### config.mk
export PLATFORM = sky130hd
export DESIGN_NAME = gpio_port
export DESIGN_NICKNAME = d
export VERILOG_FILES = /design/src/hw/gpio_pkg.sv /design/src/hw/gpio_port.sv
export SDC_FILE = /design/constraint.sdc
export NUM_CORES = 1
export LEC_CHECK = 0
export BUFFER_PORTS_ARGS = -buffer_cell sky130_fd_sc_hd__buf_2
export CAP_MARGIN = 25
export CELL_PAD_IN_SITES_DETAIL_PLACEMENT = 0
export CELL_PAD_IN_SITES_GLOBAL_PLACEMENT = 1
export CORE_MARGIN = 2
export CORE_UTILIZATION = 30
export CTS_CLUSTER_DIAMETER = 60
export DETAILED_ROUTE_END_ITERATION = 7
export GPL_TIMING_DRIVEN = 0
export PLACE_DENSITY_LB_ADDON = 0.1
export SLEW_MARGIN = 10
export SYNTH_ARGS = -nofsm -noshare
export SYNTH_HDL_FRONTEND = slang
export SYNTH_SLANG_ARGS = --single-unit
### constraint.sdc
create_clock -name mclk -period 3 [get_ports mclk]
set_input_delay 0.6 -clock mclk [delete_from_list [all_inputs] [get_ports mclk]]
set_output_delay 0.6 -clock mclk [all_outputs]
set_load 0.01 [all_outputs]
### src/hw/gpio_pkg.sv
package gpio_pkg;
  localparam int PIN_COUNT = 4;
  localparam int ADDR_W = 6;
  localparam int DATA_W = 8;
  localparam logic [5:0] OFS_PIN_INPUT = 6'h00;
  localparam logic [5:0] OFS_DIRECTION = 6'h01;
  localparam logic [5:0] OFS_OUTPUT_VALUE = 6'h02;
  localparam logic [5:0] OFS_PULLUP_ENABLE = 6'h03;
  localparam logic [5:0] OFS_PORT_CONTROL = 6'h0c;
  localparam logic [5:0] OFS_MCU_CONTROL = 6'h0d;
  localparam logic [5:0] OFS_PIN_CHANGE_MASK = 6'h10;
  localparam logic [5:0] OFS_PIN_CHANGE_FLAGS = 6'h11;
  localparam logic [5:0] OFS_PIN_CHANGE_CONTROL = 6'h12;
  localparam logic [5:0] OFS_EXT_IRQ_MASK = 6'h13;
  localparam logic [5:0] OFS_EXT_IRQ_FLAGS = 6'h14;
  localparam logic [5:0] OFS_EXT_SENSE_CONTROL = 6'h15;
  localparam int BIT_FLAG = 0;
  localparam int BIT_ENABLE = 0;
  localparam int BIT_BBM = 0;
  localparam int BIT_PUD = 4;
  localparam int EXT_PIN_INDEX = 2;
  localparam logic [3:0] RST_PORT_BITS = 4'h0;
  localparam logic [7:0] RST_BYTE = 8'h00;
  localparam logic [1:0] SENSE_LOW = 2'h0;
  localparam logic [1:0] SENSE_ANY = 2'h1;
  localparam logic [1:0] SENSE_FALL = 2'h2;
  localparam logic [1:0] SENSE_RISE = 2'h3;
  typedef enum logic [3:0] {
    SENSE_LOW_OH = 4'b0001,
    SENSE_ANY_OH = 4'b0010,
    SENSE_FALL_OH = 4'b0100,
    SENSE_RISE_OH = 4'b1000
  } sense_type;
endpackage

### src/hw/gpio_port.sv
`timescale 1ns/1ps
module gpio_port (
  input wire logic mclk,
  input wire logic arst_n,
  input wire logic ce,
  input wire logic [gpio_pkg::ADDR_W-1:0] ioAddr,
  input wire logic ioWe,
  input wire logic [gpio_pkg::DATA_W-1:0] ioWdata,
  input wire logic ioRe,
  output logic [gpio_pkg::DATA_W-1:0] ioRdata,
  input wire logic bitOp,
  input wire logic [2:0] bitIdx,
  input wire logic bitVal,
  input wire logic globalIrqEnable,
  input wire logic extIrqAck,
  input wire logic pcIrqAck,
  output logic extIrqReq,
  output logic pcIrqReq,
  input wire logic [gpio_pkg::PIN_COUNT-1:0] padIn,
  output logic [gpio_pkg::PIN_COUNT-1:0] padOut,
  output logic [gpio_pkg::PIN_COUNT-1:0] padOe,
  output logic [gpio_pkg::PIN_COUNT-1:0] padPullup
);
  import gpio_pkg::*;

  // Bit set/clear rides on the same address as a byte write
  function automatic logic [7:0] merge_bits(input logic [7:0] old,
      input logic [7:0] data, input logic [7:0] mask);
    merge_bits = (old & ~mask) | (data & mask);
  endfunction

  function automatic logic hit(input logic [5:0] a, input logic [5:0] o,
      input logic w);
    hit = w && (a == o);
  endfunction

  logic [3:0] direction_reg_r;
  logic [3:0] dirPrev_r;
  logic [3:0] output_value_reg_r;
  logic [3:0] pullup_enable_reg_r;
  logic [3:0] pinSyncA_r;
  logic [3:0] pin_input_reg_r;
  logic [3:0] pinPrev_r;
  logic [3:0] pin_change_mask_r;
  logic pin_change_flag_r;
  logic pin_change_irq_enable_r;
  logic ext_irq_pin_mask_r;
  logic ext_irq_flag_r;
  logic [1:0] ext_sense_select_r;
  logic break_before_make_enable_r;
  logic global_pullup_disable_r;
  logic [7:0] readData_r;

  logic [3:0] direction_nxt;
  logic [3:0] output_value_nxt;
  logic [3:0] pullup_enable_nxt;
  logic [3:0] pin_change_mask_nxt;
  logic [7:0] readData_nxt;
  logic anyWrite;
  logic [7:0] wrMask;
  logic [7:0] wrData;
  logic [7:0] wrOnes;
  logic [3:0] toggleBits;
  logic [3:0] pinChanged;
  logic [3:0] dirRising;
  logic extNow;
  logic extPrev;
  logic extTrig;
  logic lowLevel;
  logic pcTrig;
  logic extFlagClr;
  logic pcFlagClr;
  logic ext_irq_flag_nxt;
  logic pin_change_flag_nxt;
  sense_type senseOh;
  logic [7:0] dirMerged;
  logic [7:0] outMerged;
  logic [7:0] pullMerged;
  logic [7:0] maskMerged;
  logic [7:0] senseMerged;
  logic [3:0] dirFalling;
  logic [3:0] keepBits;

  // Byte write replaces all bits; bit op touches one bit only
  assign anyWrite = ioWe || bitOp;
  assign wrMask = ioWe ? 8'hff : (8'h01 << bitIdx);
  assign wrData = ioWe ? ioWdata : ({7'h00, bitVal} << bitIdx);
  assign wrOnes = wrData & wrMask;

  assign dirMerged = merge_bits({4'h0, direction_reg_r}, wrData, wrMask);
  assign outMerged = merge_bits({4'h0, output_value_reg_r}, wrData, wrMask);
  assign pullMerged = merge_bits({4'h0, pullup_enable_reg_r}, wrData,
    wrMask);
  assign maskMerged = merge_bits({4'h0, pin_change_mask_r}, wrData, wrMask);
  assign senseMerged = merge_bits({6'h00, ext_sense_select_r}, wrData,
    wrMask);

  assign direction_nxt = hit(ioAddr, OFS_DIRECTION, anyWrite)
    ? dirMerged[3:0]
    : direction_reg_r;
  assign toggleBits = hit(ioAddr, OFS_PIN_INPUT, anyWrite)
    ? wrOnes[3:0] : 4'h0;
  assign output_value_nxt = (hit(ioAddr, OFS_OUTPUT_VALUE, anyWrite)
    ? outMerged[3:0]
    : output_value_reg_r) ^ toggleBits;
  assign pullup_enable_nxt = hit(ioAddr, OFS_PULLUP_ENABLE, anyWrite)
    ? pullMerged[3:0]
    : pullup_enable_reg_r;
  assign pin_change_mask_nxt = hit(ioAddr, OFS_PIN_CHANGE_MASK, anyWrite)
    ? maskMerged[3:0]
    : pin_change_mask_r;
  assign dirFalling = direction_reg_r & ~direction_nxt;
  assign keepBits = ~wrMask[3:0];

  always_ff @(posedge mclk or negedge arst_n) begin
    if (!arst_n) begin
      direction_reg_r <= RST_PORT_BITS;
      dirPrev_r <= RST_PORT_BITS;
      output_value_reg_r <= RST_PORT_BITS;
      pullup_enable_reg_r <= RST_PORT_BITS;
      pin_change_mask_r <= RST_PORT_BITS;
    end else if (ce) begin
      direction_reg_r <= direction_nxt;
      dirPrev_r <= direction_reg_r;
      output_value_reg_r <= output_value_nxt;
      pullup_enable_reg_r <= pullup_enable_nxt;
      pin_change_mask_r <= pin_change_mask_nxt;
    end
  end

  always_ff @(posedge mclk or negedge arst_n) begin
    if (!arst_n) begin
      pin_change_irq_enable_r <= 1'b0;
      ext_irq_pin_mask_r <= 1'b0;
      ext_sense_select_r <= SENSE_LOW;
      break_before_make_enable_r <= 1'b0;
      global_pullup_disable_r <= 1'b0;
    end else if (ce && anyWrite) begin
      if (ioAddr == OFS_PIN_CHANGE_CONTROL && wrMask[BIT_ENABLE]) begin
        pin_change_irq_enable_r <= wrData[BIT_ENABLE];
      end
      if (ioAddr == OFS_EXT_IRQ_MASK && wrMask[BIT_ENABLE]) begin
        ext_irq_pin_mask_r <= wrData[BIT_ENABLE];
      end
      if (ioAddr == OFS_EXT_SENSE_CONTROL) begin
        ext_sense_select_r <= senseMerged[1:0];
      end
      if (ioAddr == OFS_PORT_CONTROL && wrMask[BIT_BBM]) begin
        break_before_make_enable_r <= wrData[BIT_BBM];
      end
      if (ioAddr == OFS_MCU_CONTROL && wrMask[BIT_PUD]) begin
        global_pullup_disable_r <= wrData[BIT_PUD];
      end
    end
  end

  // Two flops stand in for latch plus register; edges use stage two only
  always_ff @(posedge mclk or negedge arst_n) begin
    if (!arst_n) begin
      pinSyncA_r <= RST_PORT_BITS;
      pin_input_reg_r <= RST_PORT_BITS;
      pinPrev_r <= RST_PORT_BITS;
    end else if (ce) begin
      pinSyncA_r <= padIn;
      pin_input_reg_r <= pinSyncA_r;
      pinPrev_r <= pin_input_reg_r;
    end
  end

  // Sense decode; pins are sampled whatever their direction
  assign senseOh = sense_type'(4'h1 << ext_sense_select_r);
  assign extNow = pin_input_reg_r[EXT_PIN_INDEX];
  assign extPrev = pinPrev_r[EXT_PIN_INDEX];
  assign lowLevel = (senseOh == SENSE_LOW_OH);
  always_comb begin
    unique case (senseOh)
      SENSE_LOW_OH: extTrig = 1'b0;
      SENSE_ANY_OH: extTrig = extNow ^ extPrev;
      SENSE_FALL_OH: extTrig = extPrev && !extNow;
      SENSE_RISE_OH: extTrig = !extPrev && extNow;
      default: extTrig = 1'b0;
    endcase
  end

  assign pinChanged = pin_input_reg_r ^ pinPrev_r;
  assign pcTrig = |(pinChanged & pin_change_mask_r);

  assign extFlagClr = extIrqAck
    || (hit(ioAddr, OFS_EXT_IRQ_FLAGS, anyWrite) && wrOnes[BIT_FLAG]);
  assign pcFlagClr = pcIrqAck
    || (hit(ioAddr, OFS_PIN_CHANGE_FLAGS, anyWrite)
        && wrOnes[BIT_FLAG]);
  // A trigger in the clearing cycle survives the clear
  assign ext_irq_flag_nxt = lowLevel ? 1'b0
    : (extTrig || (ext_irq_flag_r && !extFlagClr));
  assign pin_change_flag_nxt = pcTrig
    || (pin_change_flag_r && !pcFlagClr);

  always_ff @(posedge mclk or negedge arst_n) begin
    if (!arst_n) begin
      ext_irq_flag_r <= 1'b0;
      pin_change_flag_r <= 1'b0;
    end else if (ce) begin
      ext_irq_flag_r <= ext_irq_flag_nxt;
      pin_change_flag_r <= pin_change_flag_nxt;
    end
  end

  // Low-level requests follow the pin for as long as it is held low
  assign extIrqReq = globalIrqEnable && ext_irq_pin_mask_r
    && (lowLevel ? !extNow : ext_irq_flag_r);
  assign pcIrqReq = globalIrqEnable && pin_change_irq_enable_r
    && pin_change_flag_r;

  // Enable cleared by async reset, so pins float with no clock running
  // Per-pin terms plus the global break-before-make and pull-up-disable bits, so no pin's setting reaches another pin
  assign dirRising = direction_reg_r & ~dirPrev_r;
  assign padOe = direction_reg_r
    & ~({PIN_COUNT{break_before_make_enable_r}} & dirRising);
  assign padOut = output_value_reg_r;
  assign padPullup = pullup_enable_reg_r
    & {PIN_COUNT{!global_pullup_disable_r}};

  always_comb begin
    unique case (ioAddr)
      OFS_PIN_INPUT: readData_nxt = {4'h0, pin_input_reg_r};
      OFS_DIRECTION: readData_nxt = {4'h0, direction_reg_r};
      OFS_OUTPUT_VALUE: readData_nxt = {4'h0, output_value_reg_r};
      OFS_PULLUP_ENABLE: readData_nxt = {4'h0, pullup_enable_reg_r};
      OFS_PORT_CONTROL: readData_nxt = {7'h00, break_before_make_enable_r};
      OFS_MCU_CONTROL: readData_nxt = {3'h0, global_pullup_disable_r, 4'h0};
      OFS_PIN_CHANGE_MASK: readData_nxt = {4'h0, pin_change_mask_r};
      OFS_PIN_CHANGE_FLAGS: readData_nxt = {7'h00, pin_change_flag_r};
      OFS_PIN_CHANGE_CONTROL:
        readData_nxt = {7'h00, pin_change_irq_enable_r};
      OFS_EXT_IRQ_MASK: readData_nxt = {7'h00, ext_irq_pin_mask_r};
      OFS_EXT_IRQ_FLAGS: readData_nxt = {7'h00, ext_irq_flag_r};
      OFS_EXT_SENSE_CONTROL: readData_nxt = {6'h00, ext_sense_select_r};
      default: readData_nxt = RST_BYTE;
    endcase
  end

  always_ff @(posedge mclk or negedge arst_n) begin
    if (!arst_n) begin
      readData_r <= RST_BYTE;
    end else if (ce && ioRe) begin
      readData_r <= readData_nxt;
    end
  end
  assign ioRdata = readData_r;

  // Checks
  logic [3:0] outputExpect;
  assign outputExpect = output_value_reg_r ^ wrOnes[3:0];
endmodule

# After elaboration in Yosys (flattened, before gate mapping)
# Cells that the tools add are included.
totals:
  regBits: 48
  latchBits: 0
  ramBits: 0
  mem_bits_ro: 0
  input_bits: 31
  elab_cells: 107
  mem_count: 0
classes:
  addsub: 0
  mul: 0
  div: 0
  order_cmp: 0
  n_eq_ne: 15
  shifts: 3
  n_mux: 8
  n_bitwise: 22
  reduce_logical: 43
ops:
  columns: ["operator", "n"]
  rows:
  - ["$pmux 5 s12", 1]
  - ["$and 4x4->4", 10]
  - ["$eq 6x5->1 const B", 6]
  - ["$logic_and 1x1->1", 23]
  - ["$or 4x4->4", 4]
  - ["$reduce_and 2->1", 8]
  - ["$eq 6x2->1 const B", 2]
  - ["$eq 6x4->1 const B", 2]
  - ["$not 4->4", 3]
  - ["$mux 5", 2]
  - ["$mux 4", 2]
  - ["$xor 4x4->4", 2]
  - ["$eq 6x1->1 const B", 1]
  - ["$logic_not 6->1", 1]
  - ["$logic_not 1->1", 5]
  - ["$logic_or 1x1->1", 5]
  - ["$shl 1x3->5", 1]
  - ["$shl 1x3->5 const A", 1]
  - ["$eq 4x1->1 const B", 1]
  - ["$eq 4x2->1 const B", 1]
  - ["$eq 4x3->1 const B", 1]
  - ["$eq 4x4->1 const B", 1]
  - ["$reduce_or 4->1", 1]
  - ["$shl 1x2->4 const A", 1]
  - ["other kinds (5)", 6]

# Longest topological paths before layout
# Gate-level depths: netlist of run 1.
logic_depth:
  ltp_word: 9
  mapped_depth: 6
  mapped_depth_nobuf: 6

# Worst setup path after synthesis of run 1
# OpenSTA, ideal clock, no wires.
synth_timing:
  path_kind: "input to register"
  start: "input port bitIdx[2]"
  end: "register output_value_reg_r[0] (netlist: padOut[0])"
  setup_time_ps: 69
  t_arrival_ps: 1868
  t_required_ps: 2931
  slack_ps: 1063
  path_stages: 5
  cell_sequence: "buf_6 > nor4b_2 > a21boi_0 > or4_1 > nand3_1"
synth_via:
  elab_chain_cells: 7
synth_rtl:
  columns: ["item", "line_no", "text"]
  rows:
  - ["start, declared", "gpio_port.sv:12", "input wire logic [2:0] bitIdx,"]
  - ["$shl 1x3->5", "gpio_port.sv:86", "assign wrMask = ioWe ? 8'hff : (8'h01 << bitIdx);"]
  - ["$mux 5", "gpio_port.sv:86", null]
  - ["$not 4->4", null, null]
  - ["$and 4x4->4", "gpio_port.sv:29", "merge_bits = (old & ~mask) | (data & mask);"]
  - ["$or 4x4->4", "gpio_port.sv:29", null]
  - ["$mux 4", "gpio_port.sv:104", "? outMerged[3:0]"]
  - ["$xor 4x4->4 (*)", "gpio_port.sv:105", ": output_value_reg_r) ^ toggleBits;"]
  - ["end signal, assigned", "gpio_port.sv:125", "output_value_reg_r <= output_value_nxt;"]
  - ["end, declared", "gpio_port.sv:39", "logic [3:0] output_value_reg_r;"]
# Mark *: on every way between the ends. The rest lies on a longest branch, timed or not.
# A chain may end at the register's enable or synchronous reset.

# Worst setup path after layout of run 1
layout_timing:
  start: "input port ioAddr[1] (netlist name)"
  end: "register readData_r[0] (netlist: ioRdata[0])"
layout_via:
  elab_chain_cells: 2
layout_rtl:
  columns: ["item", "line_no", "text"]
  rows:
  - ["start, declared", "gpio_port.sv:6", "input wire logic [gpio_pkg::ADDR_W-1:0] ioAddr,"]
  - ["$eq 6x5->1, or another cell as far along", "gpio_port.sv:225", "unique case (ioAddr)"]
  - ["$pmux 5 s12 (*)", "gpio_port.sv:225", null]
  - ["end signal, assigned", "gpio_port.sv:247", "readData_r <= readData_nxt;"]
  - ["end, declared", "gpio_port.sv:52", "logic [7:0] readData_r;"]
# Marked as above.

==> impl_metrics.yaml, run 1 <==
sta:
  rsz0062_at_grt: "no"
  tightestPinTransition_ns: 0.9747
  timing.final.ws_setup_ns: 0.9909
  max_freq_ghz: 0.4977
  finalCriticalPeriod_ns: 2.009
  final_hold_viol_count: 0
  period_share: 0.6697
  slew_headroom: 0.3417
  drv_slew: 0
  setup_viol: 0
  fin_tns_setup_ns: 0
  skew_ns: 0.006440
job:
  maxCapViolCount: 0
layout:
  nNetsFinal: 348
  fillers: 940
  diodes: 0
  final_layout_size_suffix_gt1_frac: 0.3133
  area_delta_synth_final_pct: 17.84
  final_cell_mix: "47 x buf_2, 45 x dfrtp_1, 34 x nand2_1, 20 x mux2_2, 12 x o21ai_0"
  fin_area_mm2: 0.003149
  final_core_util: 0.3629
  final_common_cell: "buf_2"
worst_setup_path:
  start_kind: "input pin"
  crit-reg2reg-launch: "pin_input_reg_r[2]"
  cp-end-kind: "register"
  critPathArrivalTime_ns: 2.19
  crit_start: "ioAddr[1]"
  path_class: "input pin to register"
  required_ns: 3.18
  worstPathMaxFanout: 10
clock_tree:
  cts.clk_slew.worst_paths_ns: 0.10
  cts_tree: "done"
  cts-root-buf: "clkbuf_8"
  post-cts-setup-buffer-count: 0
  ctsResizeCount: 0
  cts_sinks: 45
  worstSkewPairLatency_ns: 0.31
  cts_buffer_depth: 2
  ctsHoldBuffers: 0
  cts_buffers: 5
  htreeDepth: 2
global_route:
  antenna_found_initial: 0
  grt_util_met1: 0.2248
  met2_usage: 0.2538
  gr-usage-met3: 0.03579
  grt_pass1_wl_um: 12080
  grt-ovfl-total: 0
  grt_pass1_vias: 2218
  grt-busiest-layer: "met2"
  grt_max_degree: 28
  track_usage: 0.1591
logic_synthesis:
  synth.yosys.seq_area_share: 0.4213
  synth_edf_count: 0
  synth_cell_types: 59
  ys.flop_type: "dfrtp_1"
  ys_ff_latch: 45
  synth-async-reset-ratio: 1.000
  syn_inst: 261
  syn_area_mm2: 0.002673
  synth_warnings: 0
  syn_area_per_cell_um2: 10.24
power_and_ir_drop:
  pwr-share-comb: 0.186
  power.density_mw_per_mm2: 436.8
  switching_power_w: 0.0004329
  p_seq_frac: 0.513
  p_sw_frac: 0.3147
  finalPower_w: 0.001376
  ir_worst_vdd_mv: 0.2228
  power_frac_clock: 0.301
  p_leak_nw: 1.409
  p_int_w: 0.0009426
outcome:
  status: "finished clean"
detailed_routing:
  firstDrtPassIters: 4
  avgRoutedWirePerCell_um: 17.41
  drt_wl_total_um: 7382
  drt_iter0_drc: 49
  antenna_left: 0
  via_per_inst: 5.075
  num_vias: 2152
  drcViolationCount: 0
placement:
  placed_area_mm2: 0.003055
  place_hpwl_um: 5643
  gp_congestion: 0.8041
  place_ws_ns: 0.6699
  port_buffers: 44
floorplan:
  die_w_um: 98.39
  start_util: 0.3080
  pin_count: 53
  fp.coreArea_mm2: 0.008678
  die_area_mm2: 0.009680
  rows: 34
  die_h_um: 98.39
min_path:
  hp-class: "input pin to asynchronous set/reset pin"
==> layout make-up <==
class | instances | area [µm²] | area share
Clock inverter | 3 | 25.02 | 0.007946
Buffer | 14 | 75.07 | 0.02384
Tap cell | 108 | 135.1 | 0.04291
Multi-Input combinational cell | 195 | 1445 | 0.4589
Timing Repair Buffer | 45 | 240.2 | 0.07628
Sequential cell | 45 | 1126 | 0.3576
Clock buffer | 5 | 68.82 | 0.02185
Inverter | 9 | 33.78 | 0.01073
==> cell families after synthesis <==
family / after synthesis / synth area share
AND/OR/NAND/NOR: 97 / 0.2097
other: 1 / 0.001403
AO/OA/AOI/OAI: 53 / 0.1377
multiplexers: 37 / 0.1699
buffers and inverters: 23 / 0.04073
flip-flops: 45 / 0.4213
XOR/XNOR: 3 / 0.009833
adder cells (fa/ha/maj): 2 / 0.009362
==> Yosys cell counts (4+ instances only) <==
master / instances / share of area
or2_2: 4 / 0.0094
dfrtp_1: 45 / 0.42
mux2i_1: 6 / 0.022
a21boi_0: 5 / 0.014
o21ai_0: 12 / 0.022
clkbuf_1: 5 / 0.0070
nor2b_1: 11 / 0.026
nor3_1: 5 / 0.0094
nor2_1: 7 / 0.0098
a21oi_1: 10 / 0.019
nand3_1: 7 / 0.013
mux2_2: 20 / 0.084
nand2b_1: 7 / 0.016
nand2_1: 34 / 0.048
mux4_2: 4 / 0.034
mux2_1: 7 / 0.029
inv_1: 9 / 0.013
==> layer usage <==
metal	vias up	routed length (µm)
li1	1058	-
met3	5	235
met4	0	53
met2	33	3366
met1	1056	3728
met5	-	0
==> stage by stage <==
step	hold WS, ns	instances
final	0.2406	424
after global routing	0.2621	424
after global placement	0.4625	415
after floorplan	0.3044	263
after detailed placement	0.4709	416
after CTS	0.2513	424
==> final timing paths <==
| kind | endpoint | slack (ns) | cells past startpoint |
|---|---|---|---|
| max in group asynchronous | asynchronous set/reset pin | 2.25 | 2 |
| hold / removal | asynchronous set/reset pin | 0.24 | 1 |
| setup reg to reg | ext_irq_flag_r | 1.40 | 6 |
| hold reg to reg | ioRdata[4] | 0.48 | 2 |
| setup / recovery | ioRdata[0] | 0.99 | 6 |
| min in group mclk | ext_irq_flag_r | 0.47 | 2 |
==> power by group through the flow <==
stage	clock network [W]	registers (W)	logic (W)
2_1_floorplan	0	0.000704	0.000158
3_3_place_gp	0	0.000718	0.000254
3_5_place_dp	0	0.000719	0.000259
4_1_cts	0.000427	0.000707	0.000260
5_1_grt	0.000453	0.000716	0.000287
6_report	0.000414	0.000706	0.000256
==> worst max-delay path, stage by stage <==
cell and delay [ns]:
buf_2 0.12, buf_1 0.46, clkbuf_1 0.44, nor3_1 0.13, a311oi_1 0.28, a22oi_1 0.14
(Power assumes the default switching activity.)
==> inputs of run 2 (changes only) <==
- clock period: 3 -> 1.9 ns (I/O delays scaled with it)
==> run 2 against run 1 <==
Net effect: design area shrank 0.12%; flip-flop and latch count is the same; die area is the same; clock-buffer cell count is the same; register-to-register slack lost 1.1 ns; sequential power grew 57%; routed wire length shrank 0.50%; critical path type is now register to output port; critical endpoint is now extIrqReq.
==> impl_metrics.yaml, run 2 (synthesis results as in run 1) <==
detailed_routing:
  drt-met1-wl_um: 3674
  route.met3.wl_um: 273
  drt_wl_total_um: 7345
  drcViolationCount: 0
  drt_iter0_drc: 53
  antenna_left: 0
  firstDrtPassIters: 4
  top_layer: "met4"
  via_per_inst: 5.113
  num_vias: 2163
  wl_met2_um: 3346
  avgRoutedWirePerCell_um: 17.36
floorplan:
  pin_count: 53
  die_w_um: 98.39
  die_h_um: 98.39
  start_util: 0.3080
  fp.coreArea_mm2: 0.008678
  die_area_mm2: 0.009680
  rows: 34
worst_setup_path:
  critPathArrivalTime_ns: 1.39
  reg2reg_depth: 6
  crit-reg2reg-launch: "pin_input_reg_r[2]"
  required_ns: 1.52
  path_class: "register to output port"
  start_kind: "register"
  worstPathMaxFanout: 6
  cp-end-kind: "output port"
outcome:
  status: "finished clean"
global_route:
  antenna_found_initial: 0
  grt_pass1_wl_um: 12080
  grt-ovfl-total: 0
  grt_max_degree: 28
  track_usage: 0.1591
  grt_pass1_vias: 2218
placement:
  gp_congestion: 0.8041
  place_hpwl_um: 5643
  placed_area_mm2: 0.003055
  port_buffers: 44
layout:
  nNetsFinal: 347
  area_delta_synth_final_pct: 17.70
  final_cell_mix: "47 x buf_2, 45 x dfrtp_1, 34 x nand2_1, 20 x mux2_2, 12 x o21ai_0"
  final_layout_size_suffix_gt1_frac: 0.3143
  final_common_cell: "buf_2"
  fin_area_mm2: 0.003146
  diodes: 0
power_and_ir_drop:
  p_leak_nw: 1.407
  finalPower_w: 0.002173
  ir_worst_vdd_mv: 0.3530
  power.density_mw_per_mm2: 691.0
job:
  maxCapViolCount: 0
sta:
  skew_ns: 0.008235
  period_share: 0.9302
  final_hold_viol_count: 0
  tightestPinTransition_ns: 0.9788
  drv_slew: 0
  rsz0062_at_grt: "no"
  slew_headroom: 0.3389
  fin_tns_setup_ns: 0
  max_freq_ghz: 0.5658
  setup_viol: 0
  finalCriticalPeriod_ns: 1.767
clock_tree:
  htreeDepth: 2
  cts_sinks: 45
  cts_tree: "done"
  post-cts-setup-buffer-count: 0
  cts_buffers: 5
  cts-root-buf: "clkbuf_8"
  worstSkewPairLatency_ns: 0.31
  cts.clk_slew.worst_paths_ns: 0.10
  cts_buffer_depth: 2
min_path:
  hp-class: "input pin to asynchronous set/reset pin"
## run 2: changes by cell type in the layout (fill, tap and decap cells not counted), sizes merged
cell,previous run,this run
buf,54,53
## run 2: layout make-up
class / count / area (µm²)
plain buffers: 13 / 71.32
clock inverters: 3 / 25.02
multi-input cells: 195 / 1445
inverters: 9 / 33.78
repair buffers: 45 / 240.2
well taps: 108 / 135.1
flip-flops and latches: 45 / 1126
clock buffers: 5 / 68.82
fillers: 940 / 5533
## run 2: final timing paths
| path | to | slack [ns] |
|---|---|---|
| worst max register to register | ext_irq_flag_r | 0.30 |
| worst max-delay path | extIrqReq | 0.13 |
| min in group mclk | ext_irq_flag_r | 0.25 |
| max in group asynchronous | asynchronous set/reset pin | 1.37 |
| worst min register to register | ioRdata[4] | 0.48 |
| worst min-delay path | global_pullup_disable_r | 0.02 |
## run 2: where the power goes
part           internal (W)  switching (W)
combinational      0.000183       0.000220
clock              0.000266       0.000389
sequential          0.00104      0.0000762
total               0.00149       0.000686
## run 2: routing by layer
metal  up-vias  track usage
met5         -            0
met4         0      0.02845
met3         5      0.03579
met2        42       0.2538
met1      1063       0.2248
li1       1053            -
## run 2: critical path, stage by stage, from the launching register on
cell	delay (ns)
dfrtp_1	0.47
nor2_1	0.20
nor2_1	0.06
a211oi_1	0.19
buf_2	0.16
## run 2: what timing repair did
item                       4_1_cts  5_1_grt
hold buffers                     0        0
resized for setup                0        0
setup endpoints to repair        0        1
## run 2: metrics by stage
step,cells,hold WS [ns],utilization,worst slack [ns]
3_3_place_gp,415,0.4625,0.3498,-0.2573
2_1_floorplan,263,0.08441,-,0.1830
3_5_place_dp,416,0.3726,0.3521,-0.2101
6_report,423,0.01948,0.3625,0.1325
4_1_cts,424,0.03133,0.3629,0.1010
5_1_grt,423,0.04208,0.3625,0.02106
